### src/hw/turn_tally_pkg.sv
// constants shared by the turn tally register group
package turn_tally_pkg;
    localparam logic [6:0] ANGLE_MAIN_ADDR = 7'h0e;
    localparam logic [6:0] PRIMARY_LIVE_ADDR = 7'h13;
    localparam logic [6:0] PRIMARY_SNAP_ADDR = 7'h19;
    localparam logic [6:0] SECONDARY_TALLY_ADDR = 7'h1a;
    localparam logic [6:0] SECONDARY_SNAP_ADDR = 7'h1b;
    localparam logic [6:0] UNLOCK_ADDR = 7'h1e;
    localparam logic [6:0] ECHO_ADDR = 7'h1f;
    localparam int ANY_FAULT_BIT = 15;
    localparam int SLEEP_RET_BIT = 14;
    localparam int WARN_BIT = 13;
    localparam int OVF_BIT = 12;
    localparam int CUSTOMER_BIT = 1;
    localparam int FACTORY_BIT = 0;
    localparam int WRITE_FLAG_BIT = 7;
    localparam logic [4:0] CMD_LAST = 5'h07;
    localparam logic [4:0] FRAME_LAST = 5'h17;
    localparam logic [10:0] TALLY_MAX = 11'h3ff;
    localparam logic [10:0] TALLY_MIN = 11'h400;
    localparam logic [10:0] TALLY_RESET_VAL = 11'h000;
    localparam logic [15:0] WORD_RESET_VAL = 16'h0000;
    typedef enum logic [1:0] {LINK_IDLE, LINK_CMD, LINK_DATA} link_state_e;
endpackage

### src/hw/turn_tally_regs.sv
// turn tally status, snapshot, unlock and echo registers behind a serial link
`timescale 1ns/1ns
`default_nettype none
// Contract
// - reading the angle register snapshots both tallies and their flags together
// - secondary tally bit 15 is primary overflow OR primary warning
// - bit 14 sets on low-power exit without transport mode, clears on read
// - secondary warning follows supply, field and low-power accuracy faults
// - stuck-at-zero check at power-on and low-power exit, sticky until reset
// - overspeed also raises the secondary warning
// - warning reads 0 when clean, 1 when the count may be wrong
// - secondary overflow outside -1024..1023, held until tally reset
// - secondary tally is 11-bit signed quarter-turn count from power-on
// - secondary tally counts the redundant path chosen by the select field
// - writing the unlock register is a command, not stored data
// - unlock bit 1 shows customer space unlocked
// - unlock bit 0 shows factory space unlocked
// - 16-bit echo word reads back what was written
// - primary overflow outside -1024..1023, held until tally reset
// - primary tally is 11-bit signed quarter-turn count from main path
module turn_tally_regs #(
    parameter logic [15:0] CUSTOMER_KEY = 16'h5a01, // arbitrary value
    parameter logic [15:0] FACTORY_KEY = 16'ha502 // arbitrary value
) (
    // clock and reset
    input wire logic CLK,
    input wire logic RESET_N,
    // serial link
    input wire logic SCLK,
    input wire logic CS_N,
    input wire logic MOSI,
    output logic MISO,
    output logic MISO_OE_N,
    // angle and step sources
    input wire logic [15:0] ANGLE_MAIN,
    input wire logic PRI_STEP_UP,
    input wire logic PRI_STEP_DN,
    input wire logic [2:0] RED_STEP_UP,
    input wire logic [2:0] RED_STEP_DN,
    input wire logic [1:0] REDUNDANT_PATH_SELECT,
    // conditions
    input wire logic LOW_POWER,
    input wire logic TRANSPORT_EN,
    input wire logic SUPPLY_FAULT_A,
    input wire logic FIELD_FAULT_B,
    input wire logic SUPPLY_UNDERVOLT_FAULT,
    input wire logic LP_ACCURACY_THREAT,
    input wire logic OVERSPEED,
    input wire logic PRI_WARN_COND,
    input wire logic STUCK_ZERO_SEEN,
    input wire logic TALLY_RESET_CMD,
    // status out
    output logic STUCK_CHECK,
    output logic CUSTOMER_UNLOCKED,
    output logic FACTORY_UNLOCKED
);
    // link side: every input pin passes two flops; stage one feeds stage two only
    logic [2:0] sync1_q;
    logic [2:0] sync2_q;
    logic sclk_prev_q;
    always_ff @(posedge CLK or negedge RESET_N) begin
        if (!RESET_N) begin
            sync1_q <= 3'h2;
            sync2_q <= 3'h2;
            sclk_prev_q <= 1'b0;
        end else begin
            sync1_q <= {SCLK, CS_N, MOSI};
            sync2_q <= sync1_q;
            sclk_prev_q <= sync2_q[2];
        end
    end
    logic sclk_rise;
    logic sclk_fall;
    logic cs_act;
    logic mosi_s;
    assign sclk_rise = sync2_q[2] & ~sclk_prev_q;
    assign sclk_fall = ~sync2_q[2] & sclk_prev_q;
    assign cs_act = ~sync2_q[1];
    assign mosi_s = sync2_q[0];

    turn_tally_pkg::link_state_e state_q, state_d;
    logic [4:0] cnt_q, cnt_d;
    logic [15:0] rx_q, rx_d;
    logic [15:0] tx_q, tx_d;
    logic [7:0] cmd_q, cmd_d;
    logic miso_q, miso_d;
    logic addr_done;
    logic commit;
    logic [15:0] rd_data;
    always_comb begin
        state_d = state_q;
        cnt_d = cnt_q;
        rx_d = rx_q;
        tx_d = tx_q;
        cmd_d = cmd_q;
        miso_d = miso_q;
        addr_done = 1'b0;
        commit = 1'b0;
        unique case (state_q)
            turn_tally_pkg::LINK_IDLE: begin
                cnt_d = 5'h00;
                if (cs_act) begin
                    state_d = turn_tally_pkg::LINK_CMD;
                end
            end
            turn_tally_pkg::LINK_CMD: begin
                if (sclk_rise) begin
                    rx_d = {rx_q[14:0], mosi_s};
                    cnt_d = cnt_q + 5'h01;
                    if (cnt_q == turn_tally_pkg::CMD_LAST) begin
                        cmd_d = {rx_q[6:0], mosi_s};
                        addr_done = 1'b1;
                        tx_d = rd_data;
                        state_d = turn_tally_pkg::LINK_DATA;
                    end
                end
            end
            turn_tally_pkg::LINK_DATA: begin
                if (sclk_rise && cnt_q <= turn_tally_pkg::FRAME_LAST) begin
                    rx_d = {rx_q[14:0], mosi_s};
                    cnt_d = cnt_q + 5'h01;
                    commit = (cnt_q == turn_tally_pkg::FRAME_LAST) & cmd_q[turn_tally_pkg::WRITE_FLAG_BIT];
                end
                if (sclk_fall) begin
                    miso_d = tx_q[15];
                    tx_d = {tx_q[14:0], 1'b0};
                end
            end
        endcase
        // a frame ends whenever select lifts; a short frame commits nothing
        if (!cs_act) begin
            state_d = turn_tally_pkg::LINK_IDLE;
        end
    end
    always_ff @(posedge CLK or negedge RESET_N) begin
        if (!RESET_N) begin
            state_q <= turn_tally_pkg::LINK_IDLE;
            cnt_q <= 5'h00;
            rx_q <= turn_tally_pkg::WORD_RESET_VAL;
            tx_q <= turn_tally_pkg::WORD_RESET_VAL;
            cmd_q <= 8'h00;
            miso_q <= 1'b0;
        end else begin
            state_q <= state_d;
            cnt_q <= cnt_d;
            rx_q <= rx_d;
            tx_q <= tx_d;
            cmd_q <= cmd_d;
            miso_q <= miso_d;
        end
    end
    assign MISO = miso_q;
    assign MISO_OE_N = ~cs_act;

    // register decode; the read address is in the command byte being completed
    logic [6:0] acc_addr;
    logic is_write;
    logic [15:0] wr_data;
    assign acc_addr = addr_done ? cmd_d[6:0] : cmd_q[6:0];
    assign is_write = cmd_d[turn_tally_pkg::WRITE_FLAG_BIT];
    assign wr_data = rx_d;
    logic rd_angle, rd_pri_live, rd_pri_snap, rd_sec, rd_sec_snap;
    assign rd_angle = addr_done & ~is_write & (acc_addr == turn_tally_pkg::ANGLE_MAIN_ADDR);
    assign rd_pri_live = addr_done & ~is_write & (acc_addr == turn_tally_pkg::PRIMARY_LIVE_ADDR);
    assign rd_pri_snap = addr_done & ~is_write & (acc_addr == turn_tally_pkg::PRIMARY_SNAP_ADDR);
    assign rd_sec = addr_done & ~is_write & (acc_addr == turn_tally_pkg::SECONDARY_TALLY_ADDR);
    assign rd_sec_snap = addr_done & ~is_write & (acc_addr == turn_tally_pkg::SECONDARY_SNAP_ADDR);

    // tally and flag state
    logic [10:0] pri_cnt_q, pri_cnt_d, sec_cnt_q, sec_cnt_d;
    logic pri_ovf_q, pri_ovf_d, sec_ovf_q, sec_ovf_d;
    logic pri_warn_q, pri_warn_d, sec_warn_q, sec_warn_d;
    logic pri_sleep_q, pri_sleep_d, sec_sleep_q, sec_sleep_d;
    logic stuck_q, stuck_d, check_q, check_d, lp_q, init_q;
    logic [15:0] pri_snap_q, pri_snap_d, sec_snap_q, sec_snap_d;
    logic [15:0] echo_q, echo_d;
    logic cust_q, cust_d, fact_q, fact_d;
    logic sec_up, sec_dn, lp_exit, pri_any, sec_any;
    logic [15:0] sec_word;
    assign lp_exit = lp_q & ~LOW_POWER;
    assign pri_any = pri_ovf_q | pri_warn_q;
    assign sec_any = sec_ovf_q | sec_warn_q;
    assign sec_word = {pri_any, sec_sleep_q, sec_warn_q, sec_ovf_q, 1'b0, sec_cnt_q};
    always_comb begin
        sec_up = 1'b0;
        sec_dn = 1'b0;
        // select value three names no path, so the tally holds
        if (REDUNDANT_PATH_SELECT != 2'h3) begin
            sec_up = RED_STEP_UP[REDUNDANT_PATH_SELECT];
            sec_dn = RED_STEP_DN[REDUNDANT_PATH_SELECT];
        end
    end
    always_comb begin
        unique case (acc_addr)
            turn_tally_pkg::ANGLE_MAIN_ADDR: rd_data = ANGLE_MAIN;
            turn_tally_pkg::PRIMARY_SNAP_ADDR: rd_data = pri_snap_q;
            turn_tally_pkg::SECONDARY_TALLY_ADDR: rd_data = sec_word;
            turn_tally_pkg::SECONDARY_SNAP_ADDR: rd_data = sec_snap_q;
            turn_tally_pkg::UNLOCK_ADDR: rd_data = {14'h0000, cust_q, fact_q};
            turn_tally_pkg::ECHO_ADDR: rd_data = echo_q;
            default: rd_data = turn_tally_pkg::WORD_RESET_VAL;
        endcase
    end
    always_comb begin
        pri_cnt_d = pri_cnt_q;
        sec_cnt_d = sec_cnt_q;
        pri_ovf_d = pri_ovf_q;
        sec_ovf_d = sec_ovf_q;
        // counts wrap; the overflow flag records that the range was left
        if (PRI_STEP_UP != PRI_STEP_DN) begin
            pri_cnt_d = PRI_STEP_UP ? pri_cnt_q + 11'h001 : pri_cnt_q - 11'h001;
            if ((PRI_STEP_UP && pri_cnt_q == turn_tally_pkg::TALLY_MAX)
                    || (PRI_STEP_DN && pri_cnt_q == turn_tally_pkg::TALLY_MIN)) begin
                pri_ovf_d = 1'b1;
            end
        end
        if (sec_up != sec_dn) begin
            sec_cnt_d = sec_up ? sec_cnt_q + 11'h001 : sec_cnt_q - 11'h001;
            if ((sec_up && sec_cnt_q == turn_tally_pkg::TALLY_MAX)
                    || (sec_dn && sec_cnt_q == turn_tally_pkg::TALLY_MIN)) begin
                sec_ovf_d = 1'b1;
            end
        end
        if (TALLY_RESET_CMD) begin
            pri_cnt_d = turn_tally_pkg::TALLY_RESET_VAL;
            sec_cnt_d = turn_tally_pkg::TALLY_RESET_VAL;
            pri_ovf_d = 1'b0;
            sec_ovf_d = 1'b0;
        end
        check_d = ~init_q | lp_exit;
        stuck_d = stuck_q | (check_q & STUCK_ZERO_SEEN);
        pri_warn_d = PRI_WARN_COND | stuck_q;
        sec_warn_d = SUPPLY_FAULT_A | FIELD_FAULT_B | SUPPLY_UNDERVOLT_FAULT | (LOW_POWER & LP_ACCURACY_THREAT)
            | OVERSPEED | stuck_q;
        // read-clear first so a same-cycle return still sets the flag
        pri_sleep_d = pri_sleep_q & ~rd_pri_live;
        sec_sleep_d = sec_sleep_q & ~rd_sec;
        if (lp_exit && !TRANSPORT_EN) begin
            pri_sleep_d = 1'b1;
            sec_sleep_d = 1'b1;
        end
        pri_snap_d = pri_snap_q;
        sec_snap_d = sec_snap_q;
        if (rd_pri_snap) begin
            pri_snap_d[turn_tally_pkg::SLEEP_RET_BIT] = 1'b0;
        end
        if (rd_sec_snap) begin
            sec_snap_d[turn_tally_pkg::SLEEP_RET_BIT] = 1'b0;
        end
        if (rd_angle) begin
            pri_snap_d = {sec_any, pri_sleep_q, pri_warn_q, pri_ovf_q, 1'b0, pri_cnt_q};
            sec_snap_d = {pri_any, sec_sleep_q, sec_warn_q, sec_ovf_q, 1'b0, sec_cnt_q};
        end
        echo_d = echo_q;
        cust_d = cust_q;
        fact_d = fact_q;
        if (commit && cmd_q[6:0] == turn_tally_pkg::ECHO_ADDR) begin
            echo_d = wr_data;
        end
        // an unlock write is a key, never stored; a wrong key relocks both
        if (commit && cmd_q[6:0] == turn_tally_pkg::UNLOCK_ADDR) begin
            cust_d = (wr_data == CUSTOMER_KEY);
            fact_d = (wr_data == FACTORY_KEY);
        end
    end
    always_ff @(posedge CLK or negedge RESET_N) begin
        if (!RESET_N) begin
            pri_cnt_q <= turn_tally_pkg::TALLY_RESET_VAL;
            sec_cnt_q <= turn_tally_pkg::TALLY_RESET_VAL;
            pri_ovf_q <= 1'b0;
            sec_ovf_q <= 1'b0;
            pri_warn_q <= 1'b0;
            sec_warn_q <= 1'b0;
            pri_sleep_q <= 1'b0;
            sec_sleep_q <= 1'b0;
            stuck_q <= 1'b0;
            check_q <= 1'b0;
            lp_q <= 1'b0;
            init_q <= 1'b0;
            pri_snap_q <= turn_tally_pkg::WORD_RESET_VAL;
            sec_snap_q <= turn_tally_pkg::WORD_RESET_VAL;
            echo_q <= turn_tally_pkg::WORD_RESET_VAL;
            cust_q <= 1'b0;
            fact_q <= 1'b0;
        end else begin
            pri_cnt_q <= pri_cnt_d;
            sec_cnt_q <= sec_cnt_d;
            pri_ovf_q <= pri_ovf_d;
            sec_ovf_q <= sec_ovf_d;
            pri_warn_q <= pri_warn_d;
            sec_warn_q <= sec_warn_d;
            pri_sleep_q <= pri_sleep_d;
            sec_sleep_q <= sec_sleep_d;
            stuck_q <= stuck_d;
            check_q <= check_d;
            lp_q <= LOW_POWER;
            init_q <= 1'b1;
            pri_snap_q <= pri_snap_d;
            sec_snap_q <= sec_snap_d;
            echo_q <= echo_d;
            cust_q <= cust_d;
            fact_q <= fact_d;
        end
    end
    assign STUCK_CHECK = check_q;
    assign CUSTOMER_UNLOCKED = cust_q;
    assign FACTORY_UNLOCKED = fact_q;
endmodule
`default_nettype wire

### config.mk
export PLATFORM = sky130hd
export DESIGN_NAME = turn_tally_regs
export DESIGN_NICKNAME = d
export VERILOG_FILES = /design/src/hw/turn_tally_pkg.sv /design/src/hw/turn_tally_regs.sv
export SDC_FILE = /design/constraint.sdc
export NUM_CORES = 1
export LEC_CHECK = 0
export ABC_CLOCK_PERIOD_IN_PS = 2400
export BUFFER_PORTS_ARGS = -buffer_cell sky130_fd_sc_hd__buf_2
export CAP_MARGIN = 5
export CORE_ASPECT_RATIO = 0.5
export CORE_UTILIZATION = 50
export DETAILED_ROUTE_END_ITERATION = 7
export GPL_ROUTABILITY_DRIVEN = 1
export PLACE_DENSITY = 0.7
export SLEW_MARGIN = 5
export SYNTH_ARGS = -nofsm -noshare
export SYNTH_HDL_FRONTEND = slang
export SYNTH_SLANG_ARGS = --single-unit
### constraint.sdc
create_clock -name CLK -period 2.4 [get_ports CLK]
set_input_delay 0.12 -clock CLK [delete_from_list [all_inputs] [get_ports CLK]]
set_output_delay 0.12 -clock CLK [all_outputs]
set_load 0.01 [all_outputs]
==> flow_summary.toml <==
[outcome]
status = "finished, violations left"
violations = "setup timing"

[yosys]
synthCells = 701
syn_avg_cell_area_um2 = 10.3
yosysWarnings = 0
synth_edf_count = 0
syn_area_mm2 = 0.00720
yosysSeqAreaShare_pct = 47.0
synth_seq_cells = 135
synth_nets = 766
synthFlopType = "dfrtp_1"
ys_types = 67
async_reset_ff_share_pct = 100

[critical_path]
timing.rr.start = "state_q[1]$_DFFE_PN0P_"
end_kind = "flop"
path_class = "flop to flop"
cp_max_fo = 16
reg2reg_depth = 10
rrSetupSlack_ns = -0.19
cp-start-kind = "flop"
required_ns = 2.70
crit_start = "state_q[1]$_DFFE_PN0P_"
arrival_ns = 2.88
timing.rr.end = "tx_q[2]$_DFFE_PN0P_"

[die]
die-area_mm2 = 0.0149
rows = 30
die_h_um = 86.8
die_w_um = 172
initial_core_util_pct = 52.1
io_pins = 46
coreArea_mm2 = 0.0138

[timing]
hold_viol_final = 0
setup_ws_ns = -0.187
slew_headroom_pct = 48.1
setup_tns_ns = -2.62
slew_viol_final = 0
rsz0062_at_grt = "yes"
layout_min_cycle_time_ns = 2.59
tightest_slew_ns = 0.778
finalSetupViolCount = 30
timing.fmax_mhz = 387
skew_ns = 0.0107
fin_crit_sh_pct = 108

[worst_hold_path]
hold_depth = 3
hold_class = "input port to flop"
min_to = "tx_q[0]$_DFFE_PN0P_"
min_from = "ANGLE_MAIN[0]"

[layout]
finish.utilization_pct = 66.8
final_nets = 897
final_common_cell = "dfrtp_1"
antennaDiodeCount = 0
final_area_mm2 = 0.00923
regArea_mm2 = 0.00338
layout_common_cells = "dfrtp_1 (133), nand2_1 (92), buf_4 (71), mux2_2 (51), buf_2 (44)"
area_growth_pct = 28.3
fill_cells = 1037
drive_above_1_share_pct = 31.3
multi_input_area_mm2 = 0.00380
final_cells = 1036

[power]
ir_drop_mv = 0.512
p_leak_nw = 4.18
power_density_mw_per_mm2 = 689

[clock_network]
htree_levels = 4
clk_pin_slew_worst_paths_ns = 0.06
clockBufferDepth = 2
cts-root-buf = "clkbuf_16"
cts_buffers = 17
insertion_delay_ns = 0.42
cts_tree = "yes"
cts.sinks = 135

[placed_design]
dpl_cell_area_mm2 = 0.00820
port-buffer-count = 45
dp.cells = 977
pre_cts_ws_ns = -0.177
gp_congestion = 0.910
post-dp-hpwl_mm = 12.6

[detailed_routing]
wl_per_cell_um = 18.8
wirelength_mm = 19.4
viasPerCell = 5.96
dr.pass1.iters = 6
via_count = 6179
drc = 0
first_iter_violations = 624
drtAntennaViolNets = 0

[global_routing]
antenna_found_initial = 0
grt_pass1_wl_mm = 30.6
overflow = 0
grt_max_degree = 77
grt_pass1_vias = 6052
grt.total_usage_pct = 26.9

[flow_run]
maxCapViolations = 0
[power breakdown]
| part | switching (mW) | total [mW] | internal [mW] |
|---|---|---|---|
| clock network | 1.01 | 2.56 | 1.55 |
| logic | 0.669 | 1.29 | 0.619 |
| registers | 0.134 | 2.51 | 2.38 |
| total | 1.81 | 6.36 | 4.55 |
[worst max path at each step]
stage,cells after the start,to
after floorplan,11,tx_q[7]$_DFFE_PN0P_
after global placement,10,tx_q[14]$_DFFE_PN0P_
after detailed placement,10,tx_q[9]$_DFFE_PN0P_
after CTS,9,tx_q[14]$_DFFE_PN0P_
after global routing,10,tx_q[2]$_DFFE_PN0P_
final,10,tx_q[2]$_DFFE_PN0P_
[area by class of cell]
type	instances	area share [%]
Clock buffer	20	4.84
Multi-Input combinational cell	512	41.1
Tap cell	192	2.60
Timing Repair Buffer	145	12.6
Clock inverter	11	1.38
Inverter	21	0.854
Sequential cell	135	36.6
[metrics by stage]
stage	power, mW	hold slack (ns)
finish	6.36	0.0480
global route	6.66	0.0529
CTS	6.34	0.0190
detailed placement	3.77	0.185
global placement	3.73	0.180
floorplan	3.32	-0.176
[synthesized netlist by cell type (all sizes together), types with 4 or more instances]
library cell / count / area (um2)
dfrtp: 133 / 3330
nand2: 95 / 362
mux2: 51 / 574
nor2: 42 / 158
a21oi: 40 / 200
clkbuf: 24 / 90.1
o21ai: 23 / 115
ha: 22 / 275
inv: 21 / 78.8
a222oi: 14 / 140
a22o: 14 / 123
a22oi: 14 / 105
nand3: 14 / 70.1
nor3: 14 / 70.1
a221o: 13 / 130
nand4: 11 / 68.8
o31ai: 11 / 120
xnor2: 11 / 96.3
a211oi: 10 / 75.1
mux2i: 10 / 100
buf: 9 / 47.6
nor2b: 8 / 50.1
a21o: 7 / 52.6
nor4: 6 / 43.8
or3: 6 / 42.5
and3: 5 / 31.3
nand2b: 5 / 31.3
o21a: 5 / 37.5
or2: 5 / 31.3
o22ai: 4 / 25.0
o41ai: 4 / 35.0
[layer usage]
metal	GRT usage (%)	routed length, um
met3	4.84	920
met1	36.0	8840
met4	11.2	465
met2	43.4	9230
met5	0	0
[worst max-delay path, stage by stage (launching register included)]
cell      delay (ns)
dfrtp_1         0.40
inv_2           0.09
ha_4            0.15
nand2b_4        0.05
or4_4           0.56
nand4_1         0.16
o31ai_4         0.11
buf_12          0.16
a222oi_1        0.43
a21oi_2         0.10
a221o_1         0.28
[flip-flops by register name, summed over array words and instances (netlist names), 2 cells and up]
name	flops
pri_snap_q	15
cmd_q	8
echo_q	16
rx_q	16
sync2_q	3
sync1_q	3
sec_cnt_q	11
pri_cnt_q	11
tx_q	16
state_q	2
sec_snap_q	15
cnt_q	5
[logic make-up (layout without fill, tap and decap cells)]
logic type | Yosys count | in the layout | share of synthesized area, %
AND/OR/NAND/NOR | 229 | 229 | 15.5
AO/OA/AOI/OAI | 184 | 184 | 19.1
flip-flops | 135 | 135 | 47.0
multiplexers | 61 | 61 | 9.37
buffers and inverters | 54 | 197 | 3.01
adder cells (fa/ha/maj) | 24 | 24 | 4.38
XOR/XNOR | 13 | 13 | 1.58
other | 1 | 1 | 0.0521
[repair_timing]
action | in CTS | in global routing
pin swaps | 8 | 8
gates cloned | 1 | 6
hold buffers | 11 | 0
gates resized for setup | 15 | 26
hold endpoints to repair | 80 | 0
buffers inserted | 8 | 4
endpoints found under the setup margin | 19 | 43
No activity file was read; power rests on OpenSTA's default activity.
